<file path="src/include/csp_pkg.sv">
// Shared constants, codes and register map of the clock source and power-save controller
package csp_pkg;

  // Register byte offsets on the APB bus
  localparam int          APB_AW   = 8;
  localparam logic [7:0]  OFS_CTRL = 8'h00;  // Oscillator control
  localparam logic [7:0]  OFS_CFG  = 8'h04;  // Oscillator configuration
  localparam logic [7:0]  OFS_STAT = 8'h08;  // Power-save status

  // Control register fields
  localparam int CTRL_SWREQ_BIT = 0;   // Write 1 starts a switch, reads busy
  localparam int CTRL_LOCK_BIT  = 7;   // Set-only lock of clock settings
  localparam int CTRL_NEXT_LSB  = 8;   // next_osc_select field
  localparam int CTRL_CUR_LSB   = 12;  // Current source, read-only

  // Configuration register fields
  localparam int CFG_INIT_LSB = 0;   // initial_osc_select_cfg, read-only
  localparam int CFG_KIND_LSB = 4;   // primary_osc_kind_cfg
  localparam int CFG_OSC2_BIT = 6;   // osc2_pin_function_cfg

  // Status register fields
  localparam int STAT_SLEEP_BIT = 0;  // Sticky, write 1 to clear
  localparam int STAT_IDLE_BIT  = 1;  // Sticky, write 1 to clear
  localparam int STAT_FSCM_BIT  = 2;  // Clock-failure monitor running
  localparam int STAT_MODE_LSB  = 4;  // Present power mode

  // Oscillator source codes
  typedef enum logic [2:0] {
    SRC_INT_FAST_RC  = 3'b000,
    SRC_INT_RC_PLL   = 3'b001,
    SRC_PRIMARY      = 3'b010,
    SRC_PRIMARY_PLL  = 3'b011,
    SRC_SECONDARY    = 3'b100,
    SRC_LOW_POWER_RC = 3'b101,
    SRC_INT_RC_DIV16 = 3'b110,
    SRC_INT_RC_DIVN  = 3'b111
  } csp_src_t;

  // Primary oscillator kinds
  typedef enum logic [1:0] {
    KIND_EXT_CLOCK = 2'b00,
    KIND_STD_XTAL  = 2'b01,
    KIND_HS_XTAL   = 2'b10,
    KIND_OFF       = 2'b11
  } csp_kind_t;

  // Power modes
  typedef enum logic [1:0] {
    PM_RUN   = 2'b00,
    PM_IDLE  = 2'b01,
    PM_SLEEP = 2'b10
  } csp_pmode_t;

  // Register select codes
  typedef enum logic [1:0] {
    RSEL_CTRL = 2'b00,
    RSEL_CFG  = 2'b01,
    RSEL_STAT = 2'b10,
    RSEL_NONE = 2'b11
  } csp_rsel_t;

  // Values after reset
  localparam csp_src_t  RST_OSC_SEL  = SRC_INT_RC_DIVN;
  localparam csp_kind_t RST_KIND_CFG = KIND_OFF;
  localparam logic      RST_OSC2_CFG = 1'b0;

  // Power-save instruction operands
  localparam int          PSAVE_OP_W = 16;
  localparam logic [15:0] SLEEP_OP   = 16'h0000;
  localparam logic [15:0] IDLE_OP    = 16'h0001;

  // Source switch settle time in cycles
  localparam int SWITCH_WAIT_CYC = 4;
  localparam int SW_CNT_W        = $clog2(SWITCH_WAIT_CYC);

endpackage : csp_pkg

</file>
<file path="src/include/csp_src_if.sv">
// Carrier between the controller and the source decoder
interface csp_src_if;
  logic [2:0] sel;        // Selected source code
  logic [1:0] kind;       // Primary oscillator kind setting
  logic       int_rc_on;  // Internal fast RC needed
  logic       prim_on;    // Primary oscillator needed
  logic       sec_on;     // Secondary oscillator needed
  logic       low_power_rc_osc_on;    // Low-power RC needed
  logic       pll_on;     // PLL in path
  logic       div16;      // Fixed divide by 16
  logic       divn;       // Programmable divider
  logic [1:0] kind_eff;   // Kind as applied, off when unused

  modport dec (input sel, input kind, output int_rc_on, output prim_on, output sec_on,
               output low_power_rc_osc_on, output pll_on, output div16, output divn, output kind_eff);
  modport ctl (output sel, output kind, input int_rc_on, input prim_on, input sec_on,
               input low_power_rc_osc_on, input pll_on, input div16, input divn, input kind_eff);
endinterface : csp_src_if

</file>
<file path="src/hdl/csp_clk_pwr_ctrl.sv">
// Clock source selection, switching and Sleep/Idle control with APB registers
// Behaviour
// RULE_01: Decode 3-bit source code into oscillator selection
// RULE_02: Primary kind code applies to primary only
// RULE_03: Reset comes up on internal RC divider
// RULE_04: Second oscillator pin function set separately
// RULE_05: Unlocked software may switch to new source
// RULE_06: Sleep stops clocks and halts execution
// RULE_07: Idle halts CPU, peripherals keep clocks
// RULE_08: Interrupt, watchdog time-out or reset wakes
// RULE_09: Sleep shuts down system clock oscillators
// RULE_10: Clock-failure monitor off during Sleep
// RULE_11: Low-power RC runs in Sleep with watchdog
// RULE_12: Watchdog cleared just before entering Sleep
// RULE_13: System-clocked peripherals disabled during Sleep
// RULE_14: Wake resumes on the source used before
// RULE_15: Operand constant picks exactly one request
//
// Local design decisions: the APB interface to the registers and the register addresses.
module csp_clk_pwr_ctrl (
  input  wire logic                           pclk,
  input  wire logic                           presetn,
  input  wire logic                           psel,
  input  wire logic                           penable,
  input  wire logic                           pwrite,
  input  wire logic [csp_pkg::APB_AW-1:0]     paddr,
  input  wire logic [31:0]                    pwdata,
  output logic      [31:0]                    prdata,
  output logic                                pready,
  output logic                                pslverr,
  input  wire logic                           psave_exec,
  input  wire logic [csp_pkg::PSAVE_OP_W-1:0] psave_operand,
  input  wire logic                           irq_wake,
  input  wire logic                           wdt_enabled,
  input  wire logic                           wdt_timeout,
  output logic      [2:0]                     cur_src,
  output logic      [1:0]                     prim_kind,
  output logic                                osc2_io,
  output logic                                int_rc_en,
  output logic                                prim_osc_en,
  output logic                                sec_osc_en,
  output logic                                low_power_rc_osc_en,
  output logic                                pll_en,
  output logic                                rc_div16,
  output logic                                rc_divn,
  output logic                                sys_clk_run,
  output logic                                cpu_run,
  output logic                                periph_clk_en,
  output logic                                fscm_en,
  output logic                                wdt_clear
);
  import csp_pkg::*;

  // All controller state, outputs included
  typedef struct packed {
    csp_pmode_t            mode;
    csp_src_t              cur_src;
    csp_src_t              next_src;
    csp_src_t              saved_src;
    logic                  lock;
    logic                  sw_busy;
    logic [SW_CNT_W-1:0]   sw_cnt;
    logic [1:0]            kind;
    logic                  osc2_io;
    logic                  sleep_seen;
    logic                  idle_seen;
    logic                  pready;
    logic                  pslverr;
    logic [31:0]           prdata;
    logic [1:0]            prim_kind;
    logic                  int_rc_en;
    logic                  prim_osc_en;
    logic                  sec_osc_en;
    logic                  low_power_rc_osc_en;
    logic                  pll_en;
    logic                  rc_div16;
    logic                  rc_divn;
    logic                  sys_clk_run;
    logic                  cpu_run;
    logic                  periph_clk_en;
    logic                  fscm_en;
    logic                  wdt_clear;
  } csp_main_st_t;

  csp_main_st_t st;          // Registered state
  csp_main_st_t nx;          // Next state
  logic         sleep_req;   // From operand decoder
  logic         idle_req;    // From operand decoder
  logic         wr;          // Completing APB write
  logic         setup;       // APB setup phase
  logic         wake;        // Any wake event
  logic         sleeping;    // Next mode is Sleep
  csp_rsel_t    rsel;        // Addressed register

  csp_src_if src_if ();      // Link to source decoder

  // Address to register select, used by read and write paths
  function automatic csp_rsel_t reg_sel(input logic [APB_AW-1:0] a);
    csp_rsel_t r;
    unique case (a)
      OFS_CTRL: r = RSEL_CTRL;
      OFS_CFG:  r = RSEL_CFG;
      OFS_STAT: r = RSEL_STAT;
      default:  r = RSEL_NONE;
    endcase
    return r;
  endfunction : reg_sel

  // Source and kind enables come back registered
  csp_src_decode u_src_decode (
    .pclk    (pclk),
    .presetn (presetn),
    .s       (src_if.dec)
  );

  // Instruction operand decoder
  csp_psave_decode u_psave_decode (
    .pclk      (pclk),
    .presetn   (presetn),
    .exec      (psave_exec),
    .operand   (psave_operand),
    .sleep_req (sleep_req),
    .idle_req  (idle_req)
  );

  assign src_if.sel  = st.cur_src;
  assign src_if.kind = st.kind;

  // Next-state logic
  always_comb
  begin
    nx       = st;
    setup    = psel && !penable;
    wr       = psel && penable && st.pready && pwrite;
    rsel     = reg_sel(paddr);
    wake     = irq_wake || wdt_timeout;                        // [RULE_08]
    sleeping = 1'b0;

    // One wait-free answer: ready raised for the access phase
    nx.pready  = setup;
    nx.pslverr = setup && (rsel == RSEL_NONE);
    if (setup)
    begin
      nx.prdata = '0;
      unique case (rsel)
        RSEL_CTRL:
        begin
          nx.prdata[CTRL_CUR_LSB +: 3]  = st.cur_src;
          nx.prdata[CTRL_NEXT_LSB +: 3] = st.next_src;
          nx.prdata[CTRL_LOCK_BIT]      = st.lock;
          nx.prdata[CTRL_SWREQ_BIT]     = st.sw_busy;
        end
        RSEL_CFG:
        begin
          nx.prdata[CFG_INIT_LSB +: 3] = RST_OSC_SEL;          // [RULE_03]
          nx.prdata[CFG_KIND_LSB +: 2] = st.kind;
          nx.prdata[CFG_OSC2_BIT]      = st.osc2_io;
        end
        RSEL_STAT:
        begin
          nx.prdata[STAT_SLEEP_BIT]     = st.sleep_seen;
          nx.prdata[STAT_IDLE_BIT]      = st.idle_seen;
          nx.prdata[STAT_FSCM_BIT]      = st.fscm_en;
          nx.prdata[STAT_MODE_LSB +: 2] = st.mode;
        end
        RSEL_NONE: nx.prdata = '0;
      endcase
    end

    // Pending switch counts only while a clock runs
    if (st.sw_busy && (st.mode != PM_SLEEP))
    begin
      if (st.sw_cnt == SW_CNT_W'(SWITCH_WAIT_CYC - 1))
      begin
        nx.cur_src = st.next_src;                              // [RULE_05]
        nx.sw_busy = 1'b0;
      end
      else
      begin
        nx.sw_cnt = st.sw_cnt + 1'b1;
      end
    end

    // Control write, ignored once locked
    if (wr && (rsel == RSEL_CTRL) && !st.lock)
    begin
      nx.next_src = csp_src_t'(pwdata[CTRL_NEXT_LSB +: 3]);    // [RULE_05]
      if (pwdata[CTRL_SWREQ_BIT])
      begin
        nx.sw_busy = 1'b1;                                     // [RULE_05]
        nx.sw_cnt  = '0;
      end
      nx.lock = pwdata[CTRL_LOCK_BIT];
    end

    // Configuration write, also blocked by the lock
    if (wr && (rsel == RSEL_CFG) && !st.lock)
    begin
      nx.kind    = pwdata[CFG_KIND_LSB +: 2];                  // [RULE_02]
      nx.osc2_io = pwdata[CFG_OSC2_BIT];                       // [RULE_04]
    end

    // Sticky clear first, so a same-cycle set below wins
    if (wr && (rsel == RSEL_STAT))
    begin
      nx.sleep_seen = st.sleep_seen && !pwdata[STAT_SLEEP_BIT];
      nx.idle_seen  = st.idle_seen && !pwdata[STAT_IDLE_BIT];
    end

    // Power mode sequencing
    nx.wdt_clear = 1'b0;
    unique case (st.mode)
      PM_RUN:
      begin
        if (sleep_req)
        begin
          nx.mode       = PM_SLEEP;                            // [RULE_06]
          nx.saved_src  = nx.cur_src;                          // [RULE_14]
          nx.sleep_seen = 1'b1;
          nx.wdt_clear  = wdt_enabled;                         // [RULE_12]
        end
        else if (idle_req)
        begin
          nx.mode      = PM_IDLE;                              // [RULE_07]
          nx.idle_seen = 1'b1;
        end
      end
      PM_IDLE:
      begin
        if (wake)
        begin
          nx.mode = PM_RUN;                                    // [RULE_08]
        end
      end
      PM_SLEEP:
      begin
        if (wake)
        begin
          nx.mode    = PM_RUN;                                 // [RULE_08]
          nx.cur_src = st.saved_src;                           // [RULE_14]
        end
      end
      default: nx.mode = PM_RUN;
    endcase

    // Output gating follows the next mode so flags and pins agree
    sleeping         = (nx.mode == PM_SLEEP);
    nx.sys_clk_run   = !sleeping;                              // [RULE_06]
    nx.cpu_run       = (nx.mode == PM_RUN);                    // [RULE_07]
    nx.periph_clk_en = !sleeping;                              // [RULE_13]
    nx.fscm_en       = !sleeping;                              // [RULE_10]
    nx.int_rc_en     = src_if.int_rc_on && !sleeping;          // [RULE_09]
    nx.prim_osc_en   = src_if.prim_on && !sleeping;            // [RULE_09]
    nx.sec_osc_en    = src_if.sec_on && !sleeping;             // [RULE_09]
    nx.pll_en        = src_if.pll_on && !sleeping;             // [RULE_09]
    nx.low_power_rc_osc_en       = (src_if.low_power_rc_osc_on && !sleeping) || wdt_enabled;  // [RULE_11]
    nx.rc_div16      = src_if.div16;                           // [RULE_01]
    nx.rc_divn       = src_if.divn;                            // [RULE_01]
    nx.prim_kind     = src_if.kind_eff;                        // [RULE_02]
  end

  // State register; reset selects the default internal RC source
  always_ff @(posedge pclk or negedge presetn)
  begin
    if (!presetn)
    begin
      st               <= '0;
      st.mode          <= PM_RUN;
      st.cur_src       <= RST_OSC_SEL;                         // [RULE_03]
      st.next_src      <= RST_OSC_SEL;
      st.saved_src     <= RST_OSC_SEL;
      st.kind          <= RST_KIND_CFG;
      st.osc2_io       <= RST_OSC2_CFG;
      st.prim_kind     <= KIND_OFF;
      st.int_rc_en     <= 1'b1;
      st.rc_divn       <= 1'b1;
      st.sys_clk_run   <= 1'b1;
      st.cpu_run       <= 1'b1;
      st.periph_clk_en <= 1'b1;
      st.fscm_en       <= 1'b1;
    end
    else
    begin
      st <= nx;
    end
  end

  assign prdata        = st.prdata;
  assign pready        = st.pready;
  assign pslverr       = st.pslverr;
  assign cur_src       = st.cur_src;
  assign prim_kind     = st.prim_kind;
  assign osc2_io       = st.osc2_io;
  assign int_rc_en     = st.int_rc_en;
  assign prim_osc_en   = st.prim_osc_en;
  assign sec_osc_en    = st.sec_osc_en;
  assign low_power_rc_osc_en       = st.low_power_rc_osc_en;
  assign pll_en        = st.pll_en;
  assign rc_div16      = st.rc_div16;
  assign rc_divn       = st.rc_divn;
  assign sys_clk_run   = st.sys_clk_run;
  assign cpu_run       = st.cpu_run;
  assign periph_clk_en = st.periph_clk_en;
  assign fscm_en       = st.fscm_en;
  assign wdt_clear     = st.wdt_clear;

  // Checks beside the logic
  property p_sleep_stop;
    @(posedge pclk) disable iff (!presetn)
    (sleep_req && st.mode == PM_RUN) |=> (!sys_clk_run && !cpu_run && !periph_clk_en);
  endproperty
  a_sleep_stop: assert property (p_sleep_stop) else $error("sleep did not stop clocks"); // [RULE_06]

  property p_idle_cpu;
    @(posedge pclk) disable iff (!presetn)
    (idle_req && !sleep_req && st.mode == PM_RUN) |=> (!cpu_run && periph_clk_en);
  endproperty
  a_idle_cpu: assert property (p_idle_cpu) else $error("idle gating wrong"); // [RULE_07]

  property p_wake;
    @(posedge pclk) disable iff (!presetn)
    (st.mode != PM_RUN && (irq_wake || wdt_timeout)) |=> (cpu_run && sys_clk_run);
  endproperty
  a_wake: assert property (p_wake) else $error("wake event ignored"); // [RULE_08]

  property p_osc_off;
    @(posedge pclk) disable iff (!presetn)
    !sys_clk_run |-> !(int_rc_en || prim_osc_en || sec_osc_en || pll_en);
  endproperty
  a_osc_off: assert property (p_osc_off) else $error("oscillator on in sleep"); // [RULE_09]

  property p_fscm;
    @(posedge pclk) disable iff (!presetn)
    $fell(sys_clk_run) |-> (!fscm_en && $past(fscm_en));
  endproperty
  a_fscm: assert property (p_fscm) else $error("monitor active in sleep"); // [RULE_10]

  property p_low_power_rc_osc;
    @(posedge pclk) disable iff (!presetn)
    (!sys_clk_run && $past(wdt_enabled)) |-> low_power_rc_osc_en;
  endproperty
  a_low_power_rc_osc: assert property (p_low_power_rc_osc) else $error("low-power rc stopped"); // [RULE_11]

  property p_wdt_clr;
    @(posedge pclk) disable iff (!presetn)
    (sleep_req && st.mode == PM_RUN && wdt_enabled) |=> (wdt_clear && !sys_clk_run) ##1 !wdt_clear;
  endproperty
  a_wdt_clr: assert property (p_wdt_clr) else $error("watchdog not cleared"); // [RULE_12]

  property p_resume;
    @(posedge pclk) disable iff (!presetn)
    (st.mode == PM_SLEEP && wake) |=> (cur_src == $past(st.saved_src));
  endproperty
  a_resume: assert property (p_resume) else $error("wrong source on wake"); // [RULE_14]

  property p_switch;
    @(posedge pclk) disable iff (!presetn)
    (wr && rsel == RSEL_CTRL && !st.lock && pwdata[CTRL_SWREQ_BIT] && st.mode == PM_RUN
     && !sleep_req && !idle_req) |=> st.sw_busy ##4 (cur_src == st.next_src && !st.sw_busy);
  endproperty
  a_switch: assert property (p_switch) else $error("source switch late"); // [RULE_05]

  c_sleep: cover property (@(posedge pclk) disable iff (!presetn) $fell(sys_clk_run));
  c_idle:  cover property (@(posedge pclk) disable iff (!presetn) $fell(cpu_run) && sys_clk_run);
  c_wake:  cover property (@(posedge pclk) disable iff (!presetn) $rose(sys_clk_run));
  c_swap:  cover property (@(posedge pclk) disable iff (!presetn) $fell(st.sw_busy));

endmodule : csp_clk_pwr_ctrl

</file>
<file path="src/hdl/csp_src_decode.sv">
// Registered decoder from source code and primary kind to oscillator enables
module csp_src_decode (
  input wire logic pclk,
  input wire logic presetn,
  csp_src_if.dec   s
);
  import csp_pkg::*;

  // All decoder state
  typedef struct packed {
    logic       int_rc_on;
    logic       prim_on;
    logic       sec_on;
    logic       low_power_rc_osc_on;
    logic       pll_on;
    logic       div16;
    logic       divn;
    logic [1:0] kind_eff;
  } csp_dec_st_t;

  csp_dec_st_t st;   // Registered state
  csp_dec_st_t nx;   // Next state

  // Source code to enables
  always_comb
  begin
    nx          = '0;
    nx.kind_eff = KIND_OFF;
    unique case (csp_src_t'(s.sel))                            // [RULE_01]
      SRC_INT_RC_DIVN:  begin nx.int_rc_on = 1'b1; nx.divn  = 1'b1; end
      SRC_INT_RC_DIV16: begin nx.int_rc_on = 1'b1; nx.div16 = 1'b1; end
      SRC_LOW_POWER_RC: nx.low_power_rc_osc_on = 1'b1;
      SRC_SECONDARY:    nx.sec_on  = 1'b1;
      SRC_PRIMARY_PLL:  begin nx.prim_on = 1'b1; nx.pll_on = 1'b1; end
      SRC_PRIMARY:      nx.prim_on = 1'b1;
      SRC_INT_RC_PLL:   begin nx.int_rc_on = 1'b1; nx.pll_on = 1'b1; end
      SRC_INT_FAST_RC:  nx.int_rc_on = 1'b1;
    endcase
    // Kind only matters for a primary source
    if (nx.prim_on)
    begin
      nx.kind_eff = s.kind;                                    // [RULE_02]
    end
  end

  // Reset matches the default internal RC with divider
  always_ff @(posedge pclk or negedge presetn)
  begin
    if (!presetn)
    begin
      st          <= '0;
      st.int_rc_on <= 1'b1;
      st.divn     <= 1'b1;
      st.kind_eff <= KIND_OFF;
    end
    else
    begin
      st <= nx;
    end
  end

  assign s.int_rc_on = st.int_rc_on;
  assign s.prim_on   = st.prim_on;
  assign s.sec_on    = st.sec_on;
  assign s.low_power_rc_osc_on   = st.low_power_rc_osc_on;
  assign s.pll_on    = st.pll_on;
  assign s.div16     = st.div16;
  assign s.divn      = st.divn;
  assign s.kind_eff  = st.kind_eff;

endmodule : csp_src_decode

</file>
<file path="src/hdl/csp_psave_decode.sv">
// Decoder of the power-save instruction operand into sleep or idle requests
module csp_psave_decode (
  input  wire logic                           pclk,
  input  wire logic                           presetn,
  input  wire logic                           exec,
  input  wire logic [csp_pkg::PSAVE_OP_W-1:0] operand,
  output logic                                sleep_req,
  output logic                                idle_req
);
  import csp_pkg::*;

  // Request pulses
  typedef struct packed {
    logic sleep_req;
    logic idle_req;
  } csp_psd_st_t;

  csp_psd_st_t st;   // Registered requests
  csp_psd_st_t nx;   // Next requests

  // Operands other than the two constants are dropped
  always_comb
  begin
    nx           = '0;
    nx.sleep_req = exec && (operand == SLEEP_OP);   // [RULE_15]
    nx.idle_req  = exec && (operand == IDLE_OP);    // [RULE_15]
  end

  // Pulses last one cycle
  always_ff @(posedge pclk or negedge presetn)
  begin
    if (!presetn)
    begin
      st <= '0;
    end
    else
    begin
      st <= nx;
    end
  end

  assign sleep_req = st.sleep_req;
  assign idle_req  = st.idle_req;

endmodule : csp_psave_decode

</file>
<file path="config.mk">
export PLATFORM = sky130hd
export DESIGN_NAME = csp_clk_pwr_ctrl
export DESIGN_NICKNAME = d
export VERILOG_FILES = /design/src/include/csp_pkg.sv /design/src/include/csp_src_if.sv /design/src/hdl/csp_clk_pwr_ctrl.sv /design/src/hdl/csp_src_decode.sv /design/src/hdl/csp_psave_decode.sv
export SDC_FILE = /design/constraint.sdc
export NUM_CORES = 1
export LEC_CHECK = 0
export ABC_AREA = 1
export BUFFER_PORTS_ARGS = -buffer_cell sky130_fd_sc_hd__buf_4
export CAP_MARGIN = 5
export CELL_PAD_IN_SITES_DETAIL_PLACEMENT = 1
export CELL_PAD_IN_SITES_GLOBAL_PLACEMENT = 2
export CORE_MARGIN = 8
export CORE_UTILIZATION = 27
export CTS_CLUSTER_SIZE = 24
export DETAILED_ROUTE_END_ITERATION = 12
export GPL_TIMING_DRIVEN = 0
export HOLD_SLACK_MARGIN = 0.02
export PLACE_DENSITY_LB_ADDON = 0.05
export SLEW_MARGIN = 20
export SYNTH_ARGS = -nofsm -noshare
export SYNTH_HDL_FRONTEND = slang
export SYNTH_SLANG_ARGS = --single-unit
</file>
<file path="constraint.sdc">
create_clock -name pclk -period 1.6 [get_ports pclk]
set_input_delay 0.32 -clock pclk [delete_from_list [all_inputs] [get_ports pclk]]
set_output_delay 0.32 -clock pclk [all_outputs]
set_load 0.02 [all_outputs]
</file>
* Word level (Yosys, flattened, before mapping) *
Cells that the tools add are included.
Widths: inputs -> output; s select.

cells by class
  equal/unequal tests = 18
  reduce and logical (&&, ||, !) cells = 37
  $add $sub $neg = 1
  mux-type cells = 35

operator list
  kind                 number
  $mux 3               7
  $logic_and 1x1->1    20
  $eq 16x1->1 const B  1
  $logic_not 16->1     1
  $mux 1               14
  $mux 2               7
  $eq 3x3->1 const B   4
  $pmux 2 s3           2
  $eq 2x2->1 const B   5
  $eq 8x3->1 const B   1
  $eq 8x4->1 const B   1
  $logic_not 8->1      1
  $pmux 2 s2           2
  $eq 3x2->1 const B   2
  $logic_not 2->1      3
  $logic_not 1->1      5
  $mux 5               1
  $eq 2x1->1 const B   2
  $mux 4               1
  $pmux 1 s4           1
  $reduce_or 2->1      2
  $reduce_or 4->1      1
  $eq 3x1->1 const B   1
  $logic_not 3->1      1
  4 further kinds      5

storage, ports and cells
  register bits after elaboration = 58
  bits of input ports = 65
  output and inout bits = 52

* Longest topological paths before layout *
  depth after elaboration = 9
  mapped depth = 10
  gate-level depth less buffers = 10

* Modules after synthesis *
Synthesis repeated with hierarchy kept, for this count alone.

unflattened totals
  cell total of the unflattened synthesis = 303
  area, all modules = 2710.1 sq um

by module, submodules not included
  module            area an instance (sq um)  cells each  times used
  csp_clk_pwr_ctrl  2278.4                    255         1
  csp_src_decode    299.0                     26          1
  csp_psave_decode  132.6                     22          1

* Least setup slack after synthesis *
No wires, ideal clock.

  kind = input-to-reg
  from = in paddr[5] (netlist name)
  to = reg, netlist name osc2_io
  data required time = 1.472 ns
  path buffers = 0
  library setup time = 0.128 ns
  path slack = 0.064 ns
  data arrival time = 1.409 ns
  stages on the path = 6
  path through = nor2_2 -> nand2_4 -> nor2_2 -> ha_1 -> nand3_1 -> mux2_1

between the ends
  longest elaborated chain between the ends = 5
  elaborated cells on any way between the ends = 7
  classes of those cells = 3 x eq/ne; 1 x mux; 3 x reduce/logical

ends and longest elaborated chain
  element                             line                     RTL
  start, declared                     csp_clk_pwr_ctrl.sv:26   input wire logic [csp_pkg::APB_AW-1:0] paddr,
  $eq 8x4->1 (tied with other cells)  csp_clk_pwr_ctrl.sv:100  unique case (a)
  $pmux 2 s3 (*)                      csp_clk_pwr_ctrl.sv:100
  $eq 2x1->1 (*)                      csp_clk_pwr_ctrl.sv:197  if (wr && (rsel == RSEL_CFG) && !st.lock)
  $logic_and 1x1->1 (*) (2 in a row)  csp_clk_pwr_ctrl.sv:197

Mark *: on every way between the ends. The rest lies on a longest branch, timed or not.
A chain may end at the register's enable or synchronous reset.

* Worst setup path in the final report *
  from = reg, netlist name cur_src[0]
  to = out cur_src[0]

RTL lines
  element        line                    RTL
  end, declared  csp_clk_pwr_ctrl.sv:36  output logic [2:0] cur_src,

No word-level cell between the ends.

==> results.toml <==
[route]
via_per_inst = 3.97
drc = 0
firstDrtPassIters = 4
routedWlPerCell_um = 13.1
via_count = 2221
totalWireLength_um = 7320
drt_iter0_markers = 58
ant_nets = 0

[yosys]
ys_warn_count = 0
synth.distinct_cells = 30
syn_avg_cell_area_um2 = 8.88
syn_inst = 315
ys_seq_elements = 58
yosysSeqAreaShare_pct = 52.8
netlist_area_mm2 = 0.00280

[global_route]
use_met1_pct = 14.2
grt_pass1_wl_um = 12400
antenna_found_initial = 0
grt-busiest-layer = "met2"
grtUsageMet2_pct = 17.0
grt_pass1_vias = 2361
grt_util_all_layers_pct = 11.1
grt_max_degree = 59
gr-total-overflow = 0
groute.layer.met3.usage_pct = 4.60

[power]
p_per_area_mw_per_mm2 = 805
p_sw_share_pct = 24.4
p_clk_share_pct = 43.2
leakage_nw = 1.94
seqPwrFrac_pct = 48.4
combPwrFrac_pct = 8.4
power_switching_w = 0.000745
p_int_w = 0.00231
ir_drop_uv = 305

[worst_setup_path]
max_stage_delay_ns = 0.59
cp-end-kind = "output pin"
cp_top_family = "flip-flops"
cp_common_cell = "buf_4"
cp.arrival_ns = 1.17
reg2reg_to = "low_power_rc_osc_en"
r2r_start = "st[67]"
crit_type = "register to output pin"
critPathRequiredTime_ns = 1.28
slowest_stage = "dfstp_2"
worstPathCellList = "buf_4 > buf_4"
crit_fanout = 5
cp-start-kind = "register"
r2r_slack_ns = 0.22
cp.buffers_inverters = 2
r2r_cells = 6

[outcome]
outcome = "completed"

[clocking]
htree_num_levels = 3
cts_tree = "done"
cts.sink_count = 58
clkLatencyLatePin_ns = 0.33
cts-root-buf = "clkbuf_8"
path_clk_slew_ns = 0.07
clockBufferDepth = 2
postCtsSetupBuffers = 0
cts_buffers = 9

[die]
dieArea_mm2 = 0.0139
num_rows = 37
initial_core_util_pct = 27.5
design.core.area_mm2 = 0.0102
die_w_um = 118
io_pins = 117
die_h_um = 118

[sta]
worstMarginPinSlew_ns = 0.748
slew_headroom_pct = 50.1
hold_violations = 0
rsz0062_at_grt = "false"
final_max_slew_viol_count = 0
worst_clock_skew_ns = 0.00467
fmax_ghz = 0.673
period_needed_ns = 1.49
fin_crit_sh_pct = 92.8
tns_ns = 0
setup_viol = 0

[layout]
diodes = 0
ff_latch_area_mm2 = 0.00148
drive_above_1_share_pct = 40.9
fillers = 1260
area_growth_pct = 35.4
finalInstanceArea_mm2 = 0.00379
multi_input_area_um2 = 935
layout.cells.non_filler = 559
fin_nets = 486

[run]
drv_cap = 0

[placement]
post_dp_cell_area_mm2 = 0.00359
dp_hpwl_um = 5760
port-buffer-count = 74
dpl.cell_count = 543
gp_congestion = 0.706

[worst_hold_path]
min_path_type = "input pin to asynchronous set/reset pin"
-- cell families (layout without fill, tap and decap cells) --
family	count (synthesis)	after routing	share of synthesized area [%]
compound gates	32	32	6.53
fa+ha+maj	3	3	1.34
buf+inv	82	172	16.3
flops	58	58	52.8
mux	1	1	0.403
other cells	1	19	0.134
simple gates	138	138	22.4
-- cell type report --
class / count / share of cell area (%)
Sequential cell: 58 / 39.0
Inverter: 40 / 3.96
Multi-Input combinational cell: 193 / 24.7
Tap cell: 136 / 4.49
Buffer: 42 / 8.09
Clock buffer: 9 / 3.27
Clock inverter: 7 / 1.82
Timing Repair Buffer: 74 / 14.7
-- cell usage in the layout (no fill, tap or decap), types with 4 or more instances in the layout --
master and instances:
conb_1 19, nand3_1 11, o21ai_0 4, nor2_1 35, inv_1 34, clkbuf_8 9
buf_4 113, dfstp_2 21, a21oi_1 9, nor2_2 6, inv_2 5, nand2_1 65
dfrtp_1 37, o21ai_1 13, nand4_1 7
-- metal layers --
metal / vias up / routed length, um
met5: - / 0
met4: 0 / 80
met3: 5 / 505
met2: 63 / 3380
met1: 1017 / 3350
li1: 1136 / -
-- power groups by stage --
| stage | Combinational [W] | Clock [W] | Sequential [W] |
|---|---|---|---|
| finish | 0.000255 | 0.00132 | 0.00148 |
| global route | 0.000283 | 0.00145 | 0.00148 |
| CTS | 0.000259 | 0.00139 | 0.00148 |
| detailed placement | 0.000259 | 0 | 0.00150 |
| global placement | 0.000257 | 0 | 0.00150 |
| floorplan | 0.000119 | 0 | 0.00151 |
-- synthesized netlist by cell type (all sizes together) --
cell type	instances	area (um^2)
ha	3	37.5
nand2	69	279
clkinv	1	3.75
dfstp	21	552
buf	41	303
nor2	42	180
nand4	9	68.8
nand3b	1	7.51
o31ai	2	15.0
or2	2	12.5
dfrtp	37	926
mux2	1	11.3
nor4	3	18.8
conb	1	3.75
inv	39	146
o21ai	19	110
clkbuf	1	3.75
o22ai	2	12.5
nand3	12	60.1
a21oi	9	45.0
-- stage by stage --
stage / total power (W) / setup slack, ns / utilization (%) / hold slack [ns]
after floorplan: 0.00163 / 0.0637 / - / 0.0244
after global placement: 0.00176 / -0.323 / 35.2 / 0.335
after detailed placement: 0.00176 / -0.309 / 35.2 / 0.338
after CTS: 0.00312 / 0.0593 / 37.1 / 0.0767
after global routing: 0.00321 / 0.0526 / 37.2 / 0.112
final: 0.00305 / 0.114 / 37.2 / 0.0546
-- flip-flops by register name (all words and copies together) (netlist names), 2 cells and up --
name / flops
cur_src: 3
prdata: 13
prim_kind: 2
src_if.kind: 2
st: 14
u_src_decode.s.kind_eff: 2
-- how the worst max path moves through the flow --
stage | from | to | slack, ns | cells past startpoint
final | cur_src[0] | cur_src[0] | 0.11 | 2
after global routing | paddr[5] | osc2_io | 0.05 | 7
after CTS | paddr[5] | osc2_io | 0.06 | 7
after detailed placement | paddr[5] | osc2_io | -0.31 | 7
after global placement | paddr[5] | osc2_io | -0.32 | 7
after floorplan | paddr[5] | osc2_io | 0.06 | 6
-- what timing repair did --
action / CTS / global route
hold buffers: 0 / 0
resized for setup: 0 / 1
setup endpoints to repair: 0 / 1
(Power assumes the default switching activity.)
